===== config.mk =====
export PLATFORM = sky130hd
export DESIGN_NAME = iod_core
export DESIGN_NICKNAME = d
export VERILOG_FILES = /design/src/iod_pkg.sv /design/src/iod_core.sv
export VERILOG_INCLUDE_DIRS = /design/src
export SDC_FILE = /design/constraint.sdc
export NUM_CORES = 1
export LEC_CHECK = 0
export ABC_AREA = 1
export CAP_MARGIN = 20
export CELL_PAD_IN_SITES_DETAIL_PLACEMENT = 1
export CELL_PAD_IN_SITES_GLOBAL_PLACEMENT = 1
export CORE_MARGIN = 5
export CORE_UTILIZATION = 35
export DETAILED_ROUTE_END_ITERATION = 12
export DONT_BUFFER_PORTS = 1
export PLACE_DENSITY = 0.72
export SLEW_MARGIN = 20
export SYNTH_ARGS = -nofsm -noshare
export SYNTH_HDL_FRONTEND = slang
export SYNTH_SLANG_ARGS = --single-unit

===== constraint.sdc =====
create_clock -name core_clk -period 3.4 [get_ports core_clk]
set_input_delay 0.34 -clock core_clk [delete_from_list [all_inputs] [get_ports core_clk]]
set_output_delay 0.34 -clock core_clk [all_outputs]
set_load 0.02 [all_outputs]

===== src/iod_consts.svh =====
`ifndef IOD_CONSTS_SVH
`define IOD_CONSTS_SVH
// ----------------------------------------
// Register offsets (register index, 5 bits)
// ----------------------------------------
`define IOD_OFS_PWM0 5'h00
`define IOD_OFS_PWM1 5'h01
`define IOD_OFS_LED 5'h02
`define IOD_OFS_FORCE 5'h03
`define IOD_OFS_CHG 5'h04
`define IOD_OFS_IVL 5'h05
`define IOD_OFS_DECIM 5'h06
`define IOD_OFS_BTN 5'h07
`define IOD_OFS_FWV 5'h08
`define IOD_OFS_HWV 5'h09
`define IOD_OFS_CFG 5'h0A
`define IOD_OFS_ERR 5'h0B
`define IOD_OFS_GOOD 5'h0C
`define IOD_OFS_HOLD 5'h0D
`define IOD_OFS_TXF 5'h0E
`define IOD_OFS_TEMP 5'h0F
`define IOD_OFS_DBM 5'h10
`define IOD_OFS_SEL10 5'h11
`define IOD_OFS_SEL11 5'h12
`define IOD_OFS_SEL5 5'h13
`define IOD_OFS_DIGEN 5'h14
`define IOD_OFS_ANAEN 5'h15
// ----------------------------------------
// Reset values and limits
// ----------------------------------------
`define IOD_RST_DECIM 8'h01
`define IOD_RST_HOLD 8'h20
`define IOD_RST_SEL10 3'h1
`define IOD_RST_SEL11 3'h0
`define IOD_RST_SEL5 3'h1
`define IOD_PWM_MAX 10'h3FF
`define IOD_SAT_MAX 16'hFFFF
`define IOD_BTN_MAX 3'h4
`define IOD_SEL_PWM 3'h2
`define IOD_SEL_RSSI 3'h1
`define IOD_SEL_LED 3'h1
// ----------------------------------------
// Timing
// ----------------------------------------
`define IOD_CLK_NS 40
`define IOD_MS_NS 1000000
`define IOD_LED_COORD_MS 500
`define IOD_LED_NODE_MS 250
`define IOD_LED_UNIT_MS 10
`define IOD_HOLD_UNIT_MS 100
`endif


===== src/iod_pkg.sv =====
package iod_pkg;
  // Why a sample was produced
  typedef enum logic [1:0] {
    IOD_SRC_NONE,
    IOD_SRC_FORCE,
    IOD_SRC_CHANGE,
    IOD_SRC_PERIODIC
  } iod_src_e;
  // One I/O sample as handed to the framing logic
  typedef struct packed {
    logic valid;
    iod_src_e source;
    logic [12:0] digital;
    logic [12:0] analog_mask;
  } iod_sample_s;
  // Reception event with its strength
  typedef struct packed {
    logic valid;
    logic [7:0] strength;
  } iod_rx_s;
endpackage


===== src/iod_core.sv =====
`include "iod_consts.svh"
// How it works
// Two 10-bit PWM levels, reset zero
// Host selects PWM function before level
// Blink 500ms coordinator, 250ms otherwise when zero
// Nonzero blink setting times 10ms
// Force command samples all enabled lines
// Masked digital line change triggers sample
// Host zeroes mask bits above 12
// Periodic only with interval and enabled lines
// Interval is 16-bit milliseconds, default zero
// Periodic sampling every Nth wake cycle
// Button command performs count presses
// Saturating integrity-error counter
// Saturating valid-frame counter
// Saturating retry-exhaust counter
// Signal output held setting times 100ms
// Signed 16-bit temperature readback
// Last hop strength in -dBm
// Read-only 32-bit firmware version
// Read-only 16-bit hardware version
// Configuration check code from settings
// Line 10 PWM at 2, signal at 1
// LED drives line 5 at select 1
// Statistics counters clear on reset
module iod_core #(
  parameter int MS_CYC = `IOD_MS_NS / `IOD_CLK_NS,
  parameter logic [31:0] FW_VERSION = 32'h00000001, // Arbitrary value
  parameter logic [15:0] HW_VERSION = 16'h0001 // Arbitrary value
) (
  input wire logic core_clk, // Module clock
  input wire logic rstn, // Async reset, active low
  input wire logic ce, // Clock enable
  input wire logic [4:0] reg_addr, // Register index
  input wire logic [31:0] reg_wdata, // Write data
  input wire logic reg_wr, // Write strobe
  input wire logic reg_rd, // Read strobe
  output logic [31:0] reg_rdata, // Read data, cycle after strobe
  input wire logic [12:0] line_in, // Digital line levels
  input wire logic sleep_coord, // Node is sleep coordinator
  input wire logic sleep_mode, // Cyclic sleep in use
  input wire logic wake_start, // Start of wake cycle pulse
  input wire logic rx_error_ev, // Packet with integrity error
  input wire logic rx_good_ev, // Frame with valid header
  input wire logic tx_fail_ev, // Retries exhausted
  input wire iod_pkg::iod_rx_s rx_info, // Reception with strength
  input wire logic [15:0] temp_in, // Signed temperature, Celsius
  output iod_pkg::iod_sample_s sample, // Sample out
  output logic [2:0] button_count, // Simulated presses
  output logic button_pulse, // Button action strobe
  output logic pwm0_out, // Line 10 output
  output logic pwm1_out, // Line 11 output
  output logic led_out, // Line 5 output
  output logic led_drive // Line 5 driven by blinker
);
  // ----------------------------------------
  // Settings
  // ----------------------------------------
  logic [9:0] pwm0_level_q, pwm_one_level_q;
  logic [7:0] led_blink_period_q, decim_q, rssi_hold_time_q, last_hop_strength_q;
  logic [15:0] change_detect_mask_q, sample_interval_q, module_temperature_q;
  logic [2:0] line10_function_select_q, line11_function_select_q, line5_function_select_q;
  logic [12:0] dig_en_q, ana_en_q;
  logic force_sample_cmd;
  logic wr_hit;

  // Config checksum over all writable settings
  function automatic logic [27:0] cfg_code(input logic [9:0] a, input logic [9:0] b,
                                           input logic [7:0] c, input logic [15:0] d,
                                           input logic [15:0] e, input logic [7:0] f,
                                           input logic [7:0] g, input logic [12:0] h,
                                           input logic [12:0] i, input logic [8:0] s);
    cfg_code = {18'h00000, a} ^ {8'h00, b, 10'h000} ^ {c, 20'h00000}
             ^ {12'h000, d} ^ {e, 12'h000} ^ {4'h0, f, g, 8'h00}
             ^ {15'h0000, h} ^ {2'h0, i, 13'h0000} ^ {19'h00000, s};
  endfunction

  assign wr_hit = ce && reg_wr;
  assign force_sample_cmd = wr_hit && reg_addr == `IOD_OFS_FORCE;

  // Software writable settings
  always_ff @(posedge core_clk or negedge rstn) begin
    if (!rstn) begin
      pwm0_level_q <= 10'h000;
      pwm_one_level_q <= 10'h000;
      led_blink_period_q <= 8'h00;
      change_detect_mask_q <= 16'h0000;
      sample_interval_q <= 16'h0000;
      decim_q <= `IOD_RST_DECIM;
      rssi_hold_time_q <= `IOD_RST_HOLD;
      line10_function_select_q <= `IOD_RST_SEL10;
      line11_function_select_q <= `IOD_RST_SEL11;
      line5_function_select_q <= `IOD_RST_SEL5;
      dig_en_q <= 13'h0000;
      ana_en_q <= 13'h0000;
    end else if (wr_hit) begin
      case (reg_addr)
        `IOD_OFS_PWM0: pwm0_level_q <= reg_wdata[9:0];
        `IOD_OFS_PWM1: pwm_one_level_q <= reg_wdata[9:0];
        `IOD_OFS_LED: led_blink_period_q <= reg_wdata[7:0];
        `IOD_OFS_CHG: change_detect_mask_q <= reg_wdata[15:0];
        `IOD_OFS_IVL: sample_interval_q <= reg_wdata[15:0];
        `IOD_OFS_DECIM: decim_q <= reg_wdata[7:0];
        `IOD_OFS_HOLD: rssi_hold_time_q <= reg_wdata[7:0];
        `IOD_OFS_SEL10: line10_function_select_q <= reg_wdata[2:0];
        `IOD_OFS_SEL11: line11_function_select_q <= reg_wdata[2:0];
        `IOD_OFS_SEL5: line5_function_select_q <= reg_wdata[2:0];
        `IOD_OFS_DIGEN: dig_en_q <= reg_wdata[12:0];
        `IOD_OFS_ANAEN: ana_en_q <= reg_wdata[12:0];
        default: ;
      endcase
    end
  end

  // Button command; counts above four give no pulse but still load button_count
  always_ff @(posedge core_clk or negedge rstn) begin
    if (!rstn) begin
      button_pulse <= 1'b0;
      button_count <= 3'h0;
    end else if (ce) begin
      button_pulse <= wr_hit && reg_addr == `IOD_OFS_BTN
                      && reg_wdata[31:0] <= {29'h0, `IOD_BTN_MAX};
      if (wr_hit && reg_addr == `IOD_OFS_BTN) begin
        button_count <= reg_wdata[2:0];
      end
    end
  end

  // ----------------------------------------
  // Millisecond time base
  // ----------------------------------------
  logic [15:0] pre_q;
  logic ms_tick;
  assign ms_tick = ce && pre_q == 16'(MS_CYC - 1);

  // Prescaler from core clock to 1 ms
  always_ff @(posedge core_clk or negedge rstn) begin
    if (!rstn) begin
      pre_q <= 16'h0000;
    end else if (ce) begin
      pre_q <= ms_tick ? 16'h0000 : pre_q + 16'h0001;
    end
  end

  // ----------------------------------------
  // Statistics and readback values
  // ----------------------------------------
  logic [15:0] stat_q [3];
  logic [2:0] stat_ev;
  assign stat_ev = {tx_fail_ev, rx_good_ev, rx_error_ev};

  // Saturating counters, one per event kind
  for (genvar g = 0; g < 3; g++) begin : g_stat
    always_ff @(posedge core_clk or negedge rstn) begin
      if (!rstn) begin
        stat_q[g] <= 16'h0000;
      end else if (ce && stat_ev[g] && stat_q[g] != `IOD_SAT_MAX) begin
        stat_q[g] <= stat_q[g] + 16'h0001;
      end
    end
    a_stat_holds: assert property (@(posedge core_clk) disable iff (!rstn)
      stat_q[g] == `IOD_SAT_MAX |=> stat_q[g] == `IOD_SAT_MAX)
      else $error("statistics counter left saturation");
  end

  // Sampled temperature and last hop strength
  always_ff @(posedge core_clk or negedge rstn) begin
    if (!rstn) begin
      module_temperature_q <= 16'h0000;
      last_hop_strength_q <= 8'h00;
    end else if (ce) begin
      module_temperature_q <= temp_in;
      if (rx_info.valid) begin
        last_hop_strength_q <= rx_info.strength;
      end
    end
  end

  // Register read, answered one cycle after the strobe
  always_ff @(posedge core_clk or negedge rstn) begin
    if (!rstn) begin
      reg_rdata <= 32'h00000000;
    end else if (ce) begin
      reg_rdata <= 32'h00000000;
      if (reg_rd) begin
        case (reg_addr)
          `IOD_OFS_PWM0: reg_rdata <= {22'h0, pwm0_level_q};
          `IOD_OFS_PWM1: reg_rdata <= {22'h0, pwm_one_level_q};
          `IOD_OFS_LED: reg_rdata <= {24'h0, led_blink_period_q};
          `IOD_OFS_CHG: reg_rdata <= {16'h0, change_detect_mask_q};
          `IOD_OFS_IVL: reg_rdata <= {16'h0, sample_interval_q};
          `IOD_OFS_DECIM: reg_rdata <= {24'h0, decim_q};
          `IOD_OFS_FWV: reg_rdata <= FW_VERSION;
          `IOD_OFS_HWV: reg_rdata <= {16'h0, HW_VERSION};
          `IOD_OFS_CFG: reg_rdata <= {4'h0, cfg_code(pwm0_level_q, pwm_one_level_q,
            led_blink_period_q, change_detect_mask_q, sample_interval_q, decim_q,
            rssi_hold_time_q, dig_en_q, ana_en_q, {line10_function_select_q,
            line11_function_select_q, line5_function_select_q})};
          `IOD_OFS_ERR: reg_rdata <= {16'h0, stat_q[0]};
          `IOD_OFS_GOOD: reg_rdata <= {16'h0, stat_q[1]};
          `IOD_OFS_HOLD: reg_rdata <= {24'h0, rssi_hold_time_q};
          `IOD_OFS_TXF: reg_rdata <= {16'h0, stat_q[2]};
          `IOD_OFS_TEMP: reg_rdata <= {16'h0, module_temperature_q};
          `IOD_OFS_DBM: reg_rdata <= {24'h0, last_hop_strength_q};
          `IOD_OFS_SEL10: reg_rdata <= {29'h0, line10_function_select_q};
          `IOD_OFS_SEL11: reg_rdata <= {29'h0, line11_function_select_q};
          `IOD_OFS_SEL5: reg_rdata <= {29'h0, line5_function_select_q};
          `IOD_OFS_DIGEN: reg_rdata <= {19'h0, dig_en_q};
          `IOD_OFS_ANAEN: reg_rdata <= {19'h0, ana_en_q};
          default: reg_rdata <= 32'h00000000;
        endcase
      end
    end
  end

  // ----------------------------------------
  // PWM and signal-strength output
  // ----------------------------------------
  logic [9:0] pwm_cnt_q;
  logic [15:0] hold_q;
  logic rssi_pwm;

  // Free running PWM phase; a level of 0x3FF is fully on save one slot
  always_ff @(posedge core_clk or negedge rstn) begin
    if (!rstn) begin
      pwm_cnt_q <= 10'h000;
    end else if (ce) begin
      pwm_cnt_q <= pwm_cnt_q + 10'h001;
    end
  end

  // Hold timer in ms, reloaded by each reception
  always_ff @(posedge core_clk or negedge rstn) begin
    if (!rstn) begin
      hold_q <= 16'h0000;
    end else if (ce) begin
      if (rx_info.valid) begin
        hold_q <= 16'(rssi_hold_time_q * `IOD_HOLD_UNIT_MS);
      end else if (ms_tick && hold_q != 16'h0000) begin
        hold_q <= hold_q - 16'h0001;
      end
    end
  end

  assign rssi_pwm = hold_q != 16'h0000 && pwm_cnt_q < {last_hop_strength_q, 2'b00};

  // Line routing by function select
  always_comb begin
    pwm0_out = 1'b0;
    if (line10_function_select_q == `IOD_SEL_PWM) begin
      pwm0_out = pwm_cnt_q < pwm0_level_q;
    end else if (line10_function_select_q == `IOD_SEL_RSSI) begin
      pwm0_out = rssi_pwm;
    end
    pwm1_out = line11_function_select_q == `IOD_SEL_PWM && pwm_cnt_q < pwm_one_level_q;
  end

  a_pwm_zero: assert property (@(posedge core_clk) disable iff (!rstn)
    line10_function_select_q != `IOD_SEL_PWM && line10_function_select_q != `IOD_SEL_RSSI
    |-> !pwm0_out)
    else $error("line 10 active with no PWM function");

  a_hold_load: assert property (@(posedge core_clk) disable iff (!rstn)
    ce && rx_info.valid |=> hold_q == 16'($past(rssi_hold_time_q) * 100))
    else $error("hold timer not loaded on reception");

  // ----------------------------------------
  // Association LED blinker
  // ----------------------------------------
  logic [11:0] led_cnt_q, led_half;
  logic led_q;

  always_comb begin
    if (led_blink_period_q == 8'h00) begin
      led_half = sleep_coord ? 12'(`IOD_LED_COORD_MS) : 12'(`IOD_LED_NODE_MS);
    end else begin
      led_half = 12'(led_blink_period_q * `IOD_LED_UNIT_MS);
    end
  end

  // Toggle each half period; restart if the period shrinks under the count
  always_ff @(posedge core_clk or negedge rstn) begin
    if (!rstn) begin
      led_cnt_q <= 12'h000;
      led_q <= 1'b0;
    end else if (ms_tick) begin
      if (led_cnt_q >= led_half - 12'h001) begin
        led_cnt_q <= 12'h000;
        led_q <= !led_q;
      end else begin
        led_cnt_q <= led_cnt_q + 12'h001;
      end
    end
  end

  assign led_drive = line5_function_select_q == `IOD_SEL_LED;
  assign led_out = led_drive && led_q;

  a_led_hold: assert property (@(posedge core_clk) disable iff (!rstn)
    ms_tick && led_cnt_q < led_half - 12'h001 |=> led_q == $past(led_q))
    else $error("LED toggled before its half period");

  // ----------------------------------------
  // Sampling
  // ----------------------------------------
  logic [12:0] line_prev_q, changed;
  logic [7:0] wake_cnt_q;
  logic window_q, per_en, per_due;
  logic [15:0] ivl_cnt_q;

  assign changed = (line_in ^ line_prev_q) & change_detect_mask_q[12:0] & dig_en_q;
  assign per_en = sample_interval_q != 16'h0000 && (dig_en_q | ana_en_q) != 13'h0000;
  assign per_due = per_en && window_q && ms_tick && ivl_cnt_q >= sample_interval_q - 16'h0001;

  // Previous line levels for edge detection
  always_ff @(posedge core_clk or negedge rstn) begin
    if (!rstn) begin
      line_prev_q <= 13'h0000;
    end else if (ce) begin
      line_prev_q <= line_in;
    end
  end

  // Wake cycle decimation; window opens on every Nth wake
  always_ff @(posedge core_clk or negedge rstn) begin
    if (!rstn) begin
      wake_cnt_q <= 8'h00;
      window_q <= 1'b0;
    end else if (ce && wake_start) begin
      if (wake_cnt_q + 8'h01 >= decim_q) begin
        wake_cnt_q <= 8'h00;
        window_q <= 1'b1;
      end else begin
        wake_cnt_q <= wake_cnt_q + 8'h01;
        window_q <= 1'b0;
      end
    end else if (ce && !sleep_mode) begin
      window_q <= 1'b1;
    end
  end

  // Millisecond interval counter, cleared to zero while disabled
  always_ff @(posedge core_clk or negedge rstn) begin
    if (!rstn) begin
      ivl_cnt_q <= 16'h0000;
    end else if (ce) begin
      if (!per_en || !window_q || per_due) begin
        ivl_cnt_q <= 16'h0000;
      end else if (ms_tick) begin
        ivl_cnt_q <= ivl_cnt_q + 16'h0001;
      end
    end
  end

  // Sample output; force beats change beats periodic
  always_ff @(posedge core_clk or negedge rstn) begin
    if (!rstn) begin
      sample <= '0;
    end else if (ce) begin
      sample.valid <= force_sample_cmd || changed != 13'h0000 || per_due;
      sample.digital <= line_in & dig_en_q;
      sample.analog_mask <= ana_en_q;
      if (force_sample_cmd) begin
        sample.source <= iod_pkg::IOD_SRC_FORCE;
      end else if (changed != 13'h0000) begin
        sample.source <= iod_pkg::IOD_SRC_CHANGE;
      end else if (per_due) begin
        sample.source <= iod_pkg::IOD_SRC_PERIODIC;
      end else begin
        sample.source <= iod_pkg::IOD_SRC_NONE;
      end
    end
  end

  a_force_sample: assert property (@(posedge core_clk) disable iff (!rstn)
    force_sample_cmd |=> sample.valid && sample.source == iod_pkg::IOD_SRC_FORCE)
    else $error("force command gave no sample");

  a_change_sample: assert property (@(posedge core_clk) disable iff (!rstn)
    ce && changed != 13'h0000 |=> sample.valid)
    else $error("masked change gave no sample");

  a_no_periodic: assert property (@(posedge core_clk) disable iff (!rstn)
    sample_interval_q == 16'h0000 && ce ##1 !force_sample_cmd && $stable(sample_interval_q)
    |-> sample.source != iod_pkg::IOD_SRC_PERIODIC)
    else $error("periodic sample with zero interval");

  a_button_range: assert property (@(posedge core_clk) disable iff (!rstn)
    button_pulse |-> button_count <= `IOD_BTN_MAX)
    else $error("button count out of range");

  a_read_latency: assert property (@(posedge core_clk) disable iff (!rstn)
    ce && reg_rd && reg_addr == `IOD_OFS_HWV |=> reg_rdata == {16'h0, HW_VERSION})
    else $error("hardware version read wrong");
endmodule


# == Word-level counts from Yosys, hierarchy flattened ==
# Cells that the tools add are included.
# totals
ff_bits,341
latchBits,0
ram_bits,0
rom_bits,0
in_bits,86
output_inout_bits,69
elab_cells,170
n_memories,0
# op_classes
add_sub_neg,11
mul,2
div_mod_pow,0
magnitude_cmp,7
eq_ne,29
n_shift,0
mux,19
bitwise,13
n_reduce_logical,56
# op_table
operator,n
$pmux W28 S19,1
$add A16 B1 Y16 const B,5
$mux W16,5
$ne A16 B16 Y1 const B,3
$eq A5 B4 Y1 const B,8
$and A13 B13 Y13,3
$reduce_and A2 Y1,17
$le A32 B3 Y1 const B,1
$reduce_bool A16 Y1,2
$sub A16 B1 Y16 const B,2
$eq A5 B5 Y1 const B,6
$lt A10 B10 Y1,3
$mux W28,1
$xor A20 B28 Y28,1
$xor A28 B13 Y28,1
$xor A28 B16 Y28,1
$xor A28 B24 Y28,1
$xor A28 B26 Y28,1
$xor A28 B28 Y28,1
$xor A28 B9 Y28,1
$reduce_bool A13 Y1,2
$mux W12,2
$logic_and A1 B1 Y1,21
$eq A5 B3 Y1 const B,4
27 further kinds,44

# == Depth between registers and ports, before layout ==
# depth
ltp_word,10
depth_mapped,26
ltp_nobuf,26

# == Least setup slack after synthesis ==
# No wires, ideal clock.
# synth_timing
path_type,reg-to-reg
from,register led_blink_period_q[1]
to,register led_cnt_q[2]
setup_time_ps,71
t_arrival_ps,3442
required_time_ps,3329
path_slack_ps,-113
stages_incl_launch_ff,26
n_path_buf,0
period_less_slack_ps,3513
cell_sequence,dfrtp_1 -> ha_1 -> ha_1 -> inv_1 -> fa_1 -> inv_1 -> nand3_1 -> nand2_1 -> nand2_1 -> nand2_1 -> nand2_1 -> nand2_1 -> inv_1 -> nor2_2 -> nand3_1 -> nand2_1 -> nand2_1 -> ha_1 -> a21oi_1 -> o21a_1 -> nand2_1 -> a31oi_1 -> clkinv_1 -> nand2_1 -> inv_1 -> nor2_1
# synth_between
elab_chain_len,5
elab_cells_between_ends,6
cone_classes,add/sub (1); mul (1); order compare (1); mux (2); reduce/logical (1)
# synth_rtl
item,line,text
"start, declared",iod_core.sv:60,"logic [7:0] led_blink_period_q, decim_q, rssi_hold_time_q, last_hop_strength_q;"
"start signal, assigned",iod_core.sv:100,`IOD_OFS_LED: led_blink_period_q <= reg_wdata[7:0];
$mul A8 B3 Y11 (no source line) / $logic_not A8 Y1 (equally long branches),-,
$mux W12 *,iod_core.sv:274,if (led_blink_period_q == 8'h00) begin
$sub A12 B1 Y12 *,iod_core.sv:287,if (led_cnt_q >= led_half - 12'h001) begin
$ge A12 B12 Y1 *,iod_core.sv:287,
$mux W12 *,iod_core.sv:287,
"end signal, assigned",iod_core.sv:291,led_cnt_q <= led_cnt_q + 12'h001;
"end, declared",iod_core.sv:270,"logic [11:0] led_cnt_q, led_half;"
# Mark *: on every way between the ends. The rest lies on a longest branch, timed or not.
# A chain may end at the register's enable or synchronous reset.

# == Worst setup path after layout ==
# layout_timing
from,register led_blink_period_q[3]
to,register led_cnt_q[8]
# Same word-level chain as after synthesis.

==> metrics.cfg <==
[sta]
timing.final.max_slew_violations=0
rsz0062_at_grt=yes
finalHoldViolCount=333
fin_ws_ns=-0.152
setup_tns_ns=-1.26
slew_headroom=0.118
finalSetupViolations=13
part_of_the_cycle_the_worst_path_needs=1.04
worst_slew_pin_slew_ns=1.32
holdWs_ns=-0.523
fmax_ghz=0.282
period_minus_slack_ns=3.55
final.setup_skew_ns=0.0148

[logic_synthesis]
synth-edff-count=0
postSynth.topFlopCell=dfrtp_1
ys_warnings=0
netlist_area_um2=20600
yosys-top-cells-area=dfrtp_1 41%, nand2_1 13%, ha_1 6.8%, o21ai_0 6.5%, inv_1 5.8%
synth_top_cell_by_area=dfrtp_1
synth-async-reset-ratio=1.00
synthesized_area_per_cell_um2=7.66
yosys.cell_types.count=56
sequential_area_share_after_synthesis=0.410
postSynthRegisterBits=337
synth_top_area_frac=0.405
post_synth_inst_count=2686

[floorplanning]
floorplan.die.height_um=252
top_level_ports=155
design.core.area_um2=57900
floorplan.die_area_um2=63700
chipWidth_um=252
num_rows=88
initial_core_util=0.355

[worst_setup_path]
slowest_stage=fa_2
worst_setup_path_end_kind=register
critical_path_buf_inv_count=4
critical_path.endpoint=led_cnt_q[8]
timing_worst_setup_path_type=register to register
reg2reg_to=led_cnt_q[8]
cp_cell_sequence=ha_1 > ha_2 > inv_2 > fa_2 > inv_2 > nor3_4 > nand3_2 > nor2_4 > buf_6 > xor2_2 > ha_1 > a21oi_2 > o21a_1 > nand2_2 > a31oi_4 > clkinv_4 > nor2_4 > nand2_1 > nand2_1
worstPathMaxFanout=5
max_stage_delay_ns=0.55
worst-r2r-setup-slack_ns=-0.15
reg2reg_from=led_blink_period_q[3]
worst-path-stages=19
crit_path_start=led_blink_period_q[3]
critPathRequiredTime_ns=3.91
cp_data_arrival_time_ns=4.06
timing.critical_path.from_type=register
crit_family=adder cells
rr_worst_depth=19

[clock_tree]
worst_setup_hold_path_clk_slew_ns=0.06
clock_tree.htree_level_count=2
clock_insertion_delay_worst_skew_ns=0.58
tritoncts.num_buffers=41
clock_tree.root_cell=clkbuf_16
clock_tree_from_tritoncts=built
max-clock-path-buffers=3
cts_sinks=337
hold_buffers=47

[pwr]
power_switching_mw=5.03
power_frac_comb=0.276
share_clk_of_total_power=0.337
vdd_drop_max_v=0.000371
internal_power_mw=8.72
netSwitchingFraction=0.365
cellPowerDensity_nw_per_um2=580
power_frac_seq=0.387
power.leakage_nw=11.5

[global_route]
antenna_found_initial=4
pin_count_of_the_biggest_net_entering_global_routing=338
grt_first_pass_wirelength_mm=118
via_count_of_the_first_global_routing_pass=19811
gr-total-overflow=0
globalRouteTotalUtil=0.238

[placed_design]
placement.setup.worst_slack_ns=-0.345
globalplace.congestion=0.952
placed_cell_area_um2=21600
hpwlAfterDp_mm=57.8
buffer_ports.inserted=0

[flow_run]
cap_violations=0

[drt]
wl_per_cell_um=21.9
drtIter0Drc=1210
drt_first_pass_iters=5
wirelength_mm=77.9
via_count=19025
drt_drc_violations_left=0
via_per_inst=5.35
final_antenna_net_count=0

[cells_and_area]
most-common-layout-cells=710 x nand2_1, 333 x dfrtp_1, 313 x inv_1, 268 x o21ai_0, 213 x nor2_1
fin_area_um2=23700
leading_cell_type_in_the_layout_fill_and_taps_excluded=nand2_1
filler_cell_count=7042
p_r_area_growth_vs_syn_pct=15.2
drive_gt1_frac=0.0774
final_stage_net_count=2960

[min_path]
holdCritPathClass=primary input to asynchronous set/reset pin

[status]
status=finished, violations left
violations=negative hold slack, negative setup slack

## power groups by stage
stage | Sequential (mW) | Clock, mW | Combinational, mW
floorplan | 5.12 | 0 | 2.50
global placement | 5.34 | 0 | 3.35
detailed placement | 5.37 | 0 | 3.57
CTS | 5.31 | 4.73 | 3.73
global route | 5.39 | 4.89 | 4.25
finish | 5.32 | 4.63 | 3.79
## registers in the layout, summed over array words and instances, names as in the netlist, 8 cells and up
name / count
stat_q: 48
sample: 29
reg_rdata: 28
change_detect_mask_q: 16
hold_q: 16
ivl_cnt_q: 16
module_temperature_q: 16
pre_q: 16
sample_interval_q: 16
ana_en_q: 13
dig_en_q: 13
line_prev_q: 13
led_cnt_q: 12
pwm0_level_q: 10
pwm_cnt_q: 10
pwm_one_level_q: 10
decim_q: 8
last_hop_strength_q: 8
led_blink_period_q: 8
rssi_hold_time_q: 8
wake_cnt_q: 8
## worst min-delay path by stage
stage               endpoint  slack, ns  depth (start not counted)
2_1_floorplan    ana_en_q[0]       0.04                          0
3_3_place_gp   ivl_cnt_q[12]       0.08                          0
3_5_place_dp   ivl_cnt_q[11]       0.08                          0
4_1_cts        ivl_cnt_q[11]      -0.56                          0
5_1_grt        ivl_cnt_q[11]      -0.56                          0
6_report       ivl_cnt_q[15]      -0.52                          0
## per-stage QoR
step / cells / total power, mW / utilization
2_1_floorplan: 2689 / 7.62 / -
3_3_place_gp: 3425 / 8.69 / 0.372
3_5_place_dp: 3425 / 8.95 / 0.372
4_1_cts: 3550 / 13.8 / 0.407
5_1_grt: 3556 / 14.5 / 0.409
6_report: 3557 / 13.8 / 0.409
## cells in the mapped netlist (4+ instances only)
cell type,number
nand2_2,4
o21ai_2,5
nand3_1,132
buf_2,15
o21ai_1,4
or2_2,8
o221ai_1,4
o22ai_1,33
nor4_1,17
nor2_1,223
o21a_1,5
nor3_1,49
clkbuf_1,44
nand4_1,52
fa_1,4
o211ai_1,11
nor2_2,6
o21ai_0,269
buf_4,9
dfstp_2,4
nand2_1,714
inv_2,11
xor2_1,121
dfrtp_1,333
inv_1,318
xnor2_1,61
nand3_2,5
a21oi_1,70
ha_1,112
a31oi_1,4
## what timing repair did
item                                    in CTS  in global routing
buffers inserted                             2                  5
pin swaps                                    9                 11
resized for setup                           24                 28
hold endpoints to repair                   415                337
endpoints found under the setup margin      13                 28
cloned                                       1                  0
## area by class of cell
class | count | area, um2 | area share
Clock inverter | 16 | 146 | 0.00617
Inverter | 330 | 1250 | 0.0526
Multi-Input combinational cell | 1948 | 10700 | 0.453
Timing Repair Buffer | 99 | 902 | 0.0380
Tap cell | 765 | 957 | 0.0404
Timing Repair inverter | 1 | 6.26 | 0.000264
Antenna cell | 2 | 5.00 | 0.000211
Sequential cell | 337 | 8440 | 0.356
Clock buffer | 59 | 1270 | 0.0534
## worst reg2reg max path: cells and delay by family, from the launching register on
family	cells	cell delay (ns)
flops	1	0.41
xor+xnor	1	0.14
fa+ha+maj	4	1.30
simple gates	7	0.78
buf+inv	4	0.36
compound gates	3	0.49
## layer usage
metal,up-vias,global-route usage,wire length (um),share of wire
met5,-,0,13,0.00017
met1,9509,0.309,33100,0.42
li1,8836,-,-,-
met4,2,0.0698,2660,0.034
met2,554,0.392,36100,0.46
met3,124,0.0622,6040,0.078
## cells by family (layout without fill, tap and decap cells)
group	count (synthesis)	after routing	synth area share
AOI/OAI and AO/OA	422	422	0.111
other	1	6	0.000182
DFF	337	337	0.410
and+or+nand+nor	1223	1223	0.251
xor gates and xnor gates	182	182	0.0775
buffers and inverters	404	505	0.0772
adders and majority gates	116	116	0.0720
muxes	1	1	0.000487
Note: power is estimated with default switching activity, not from simulation.
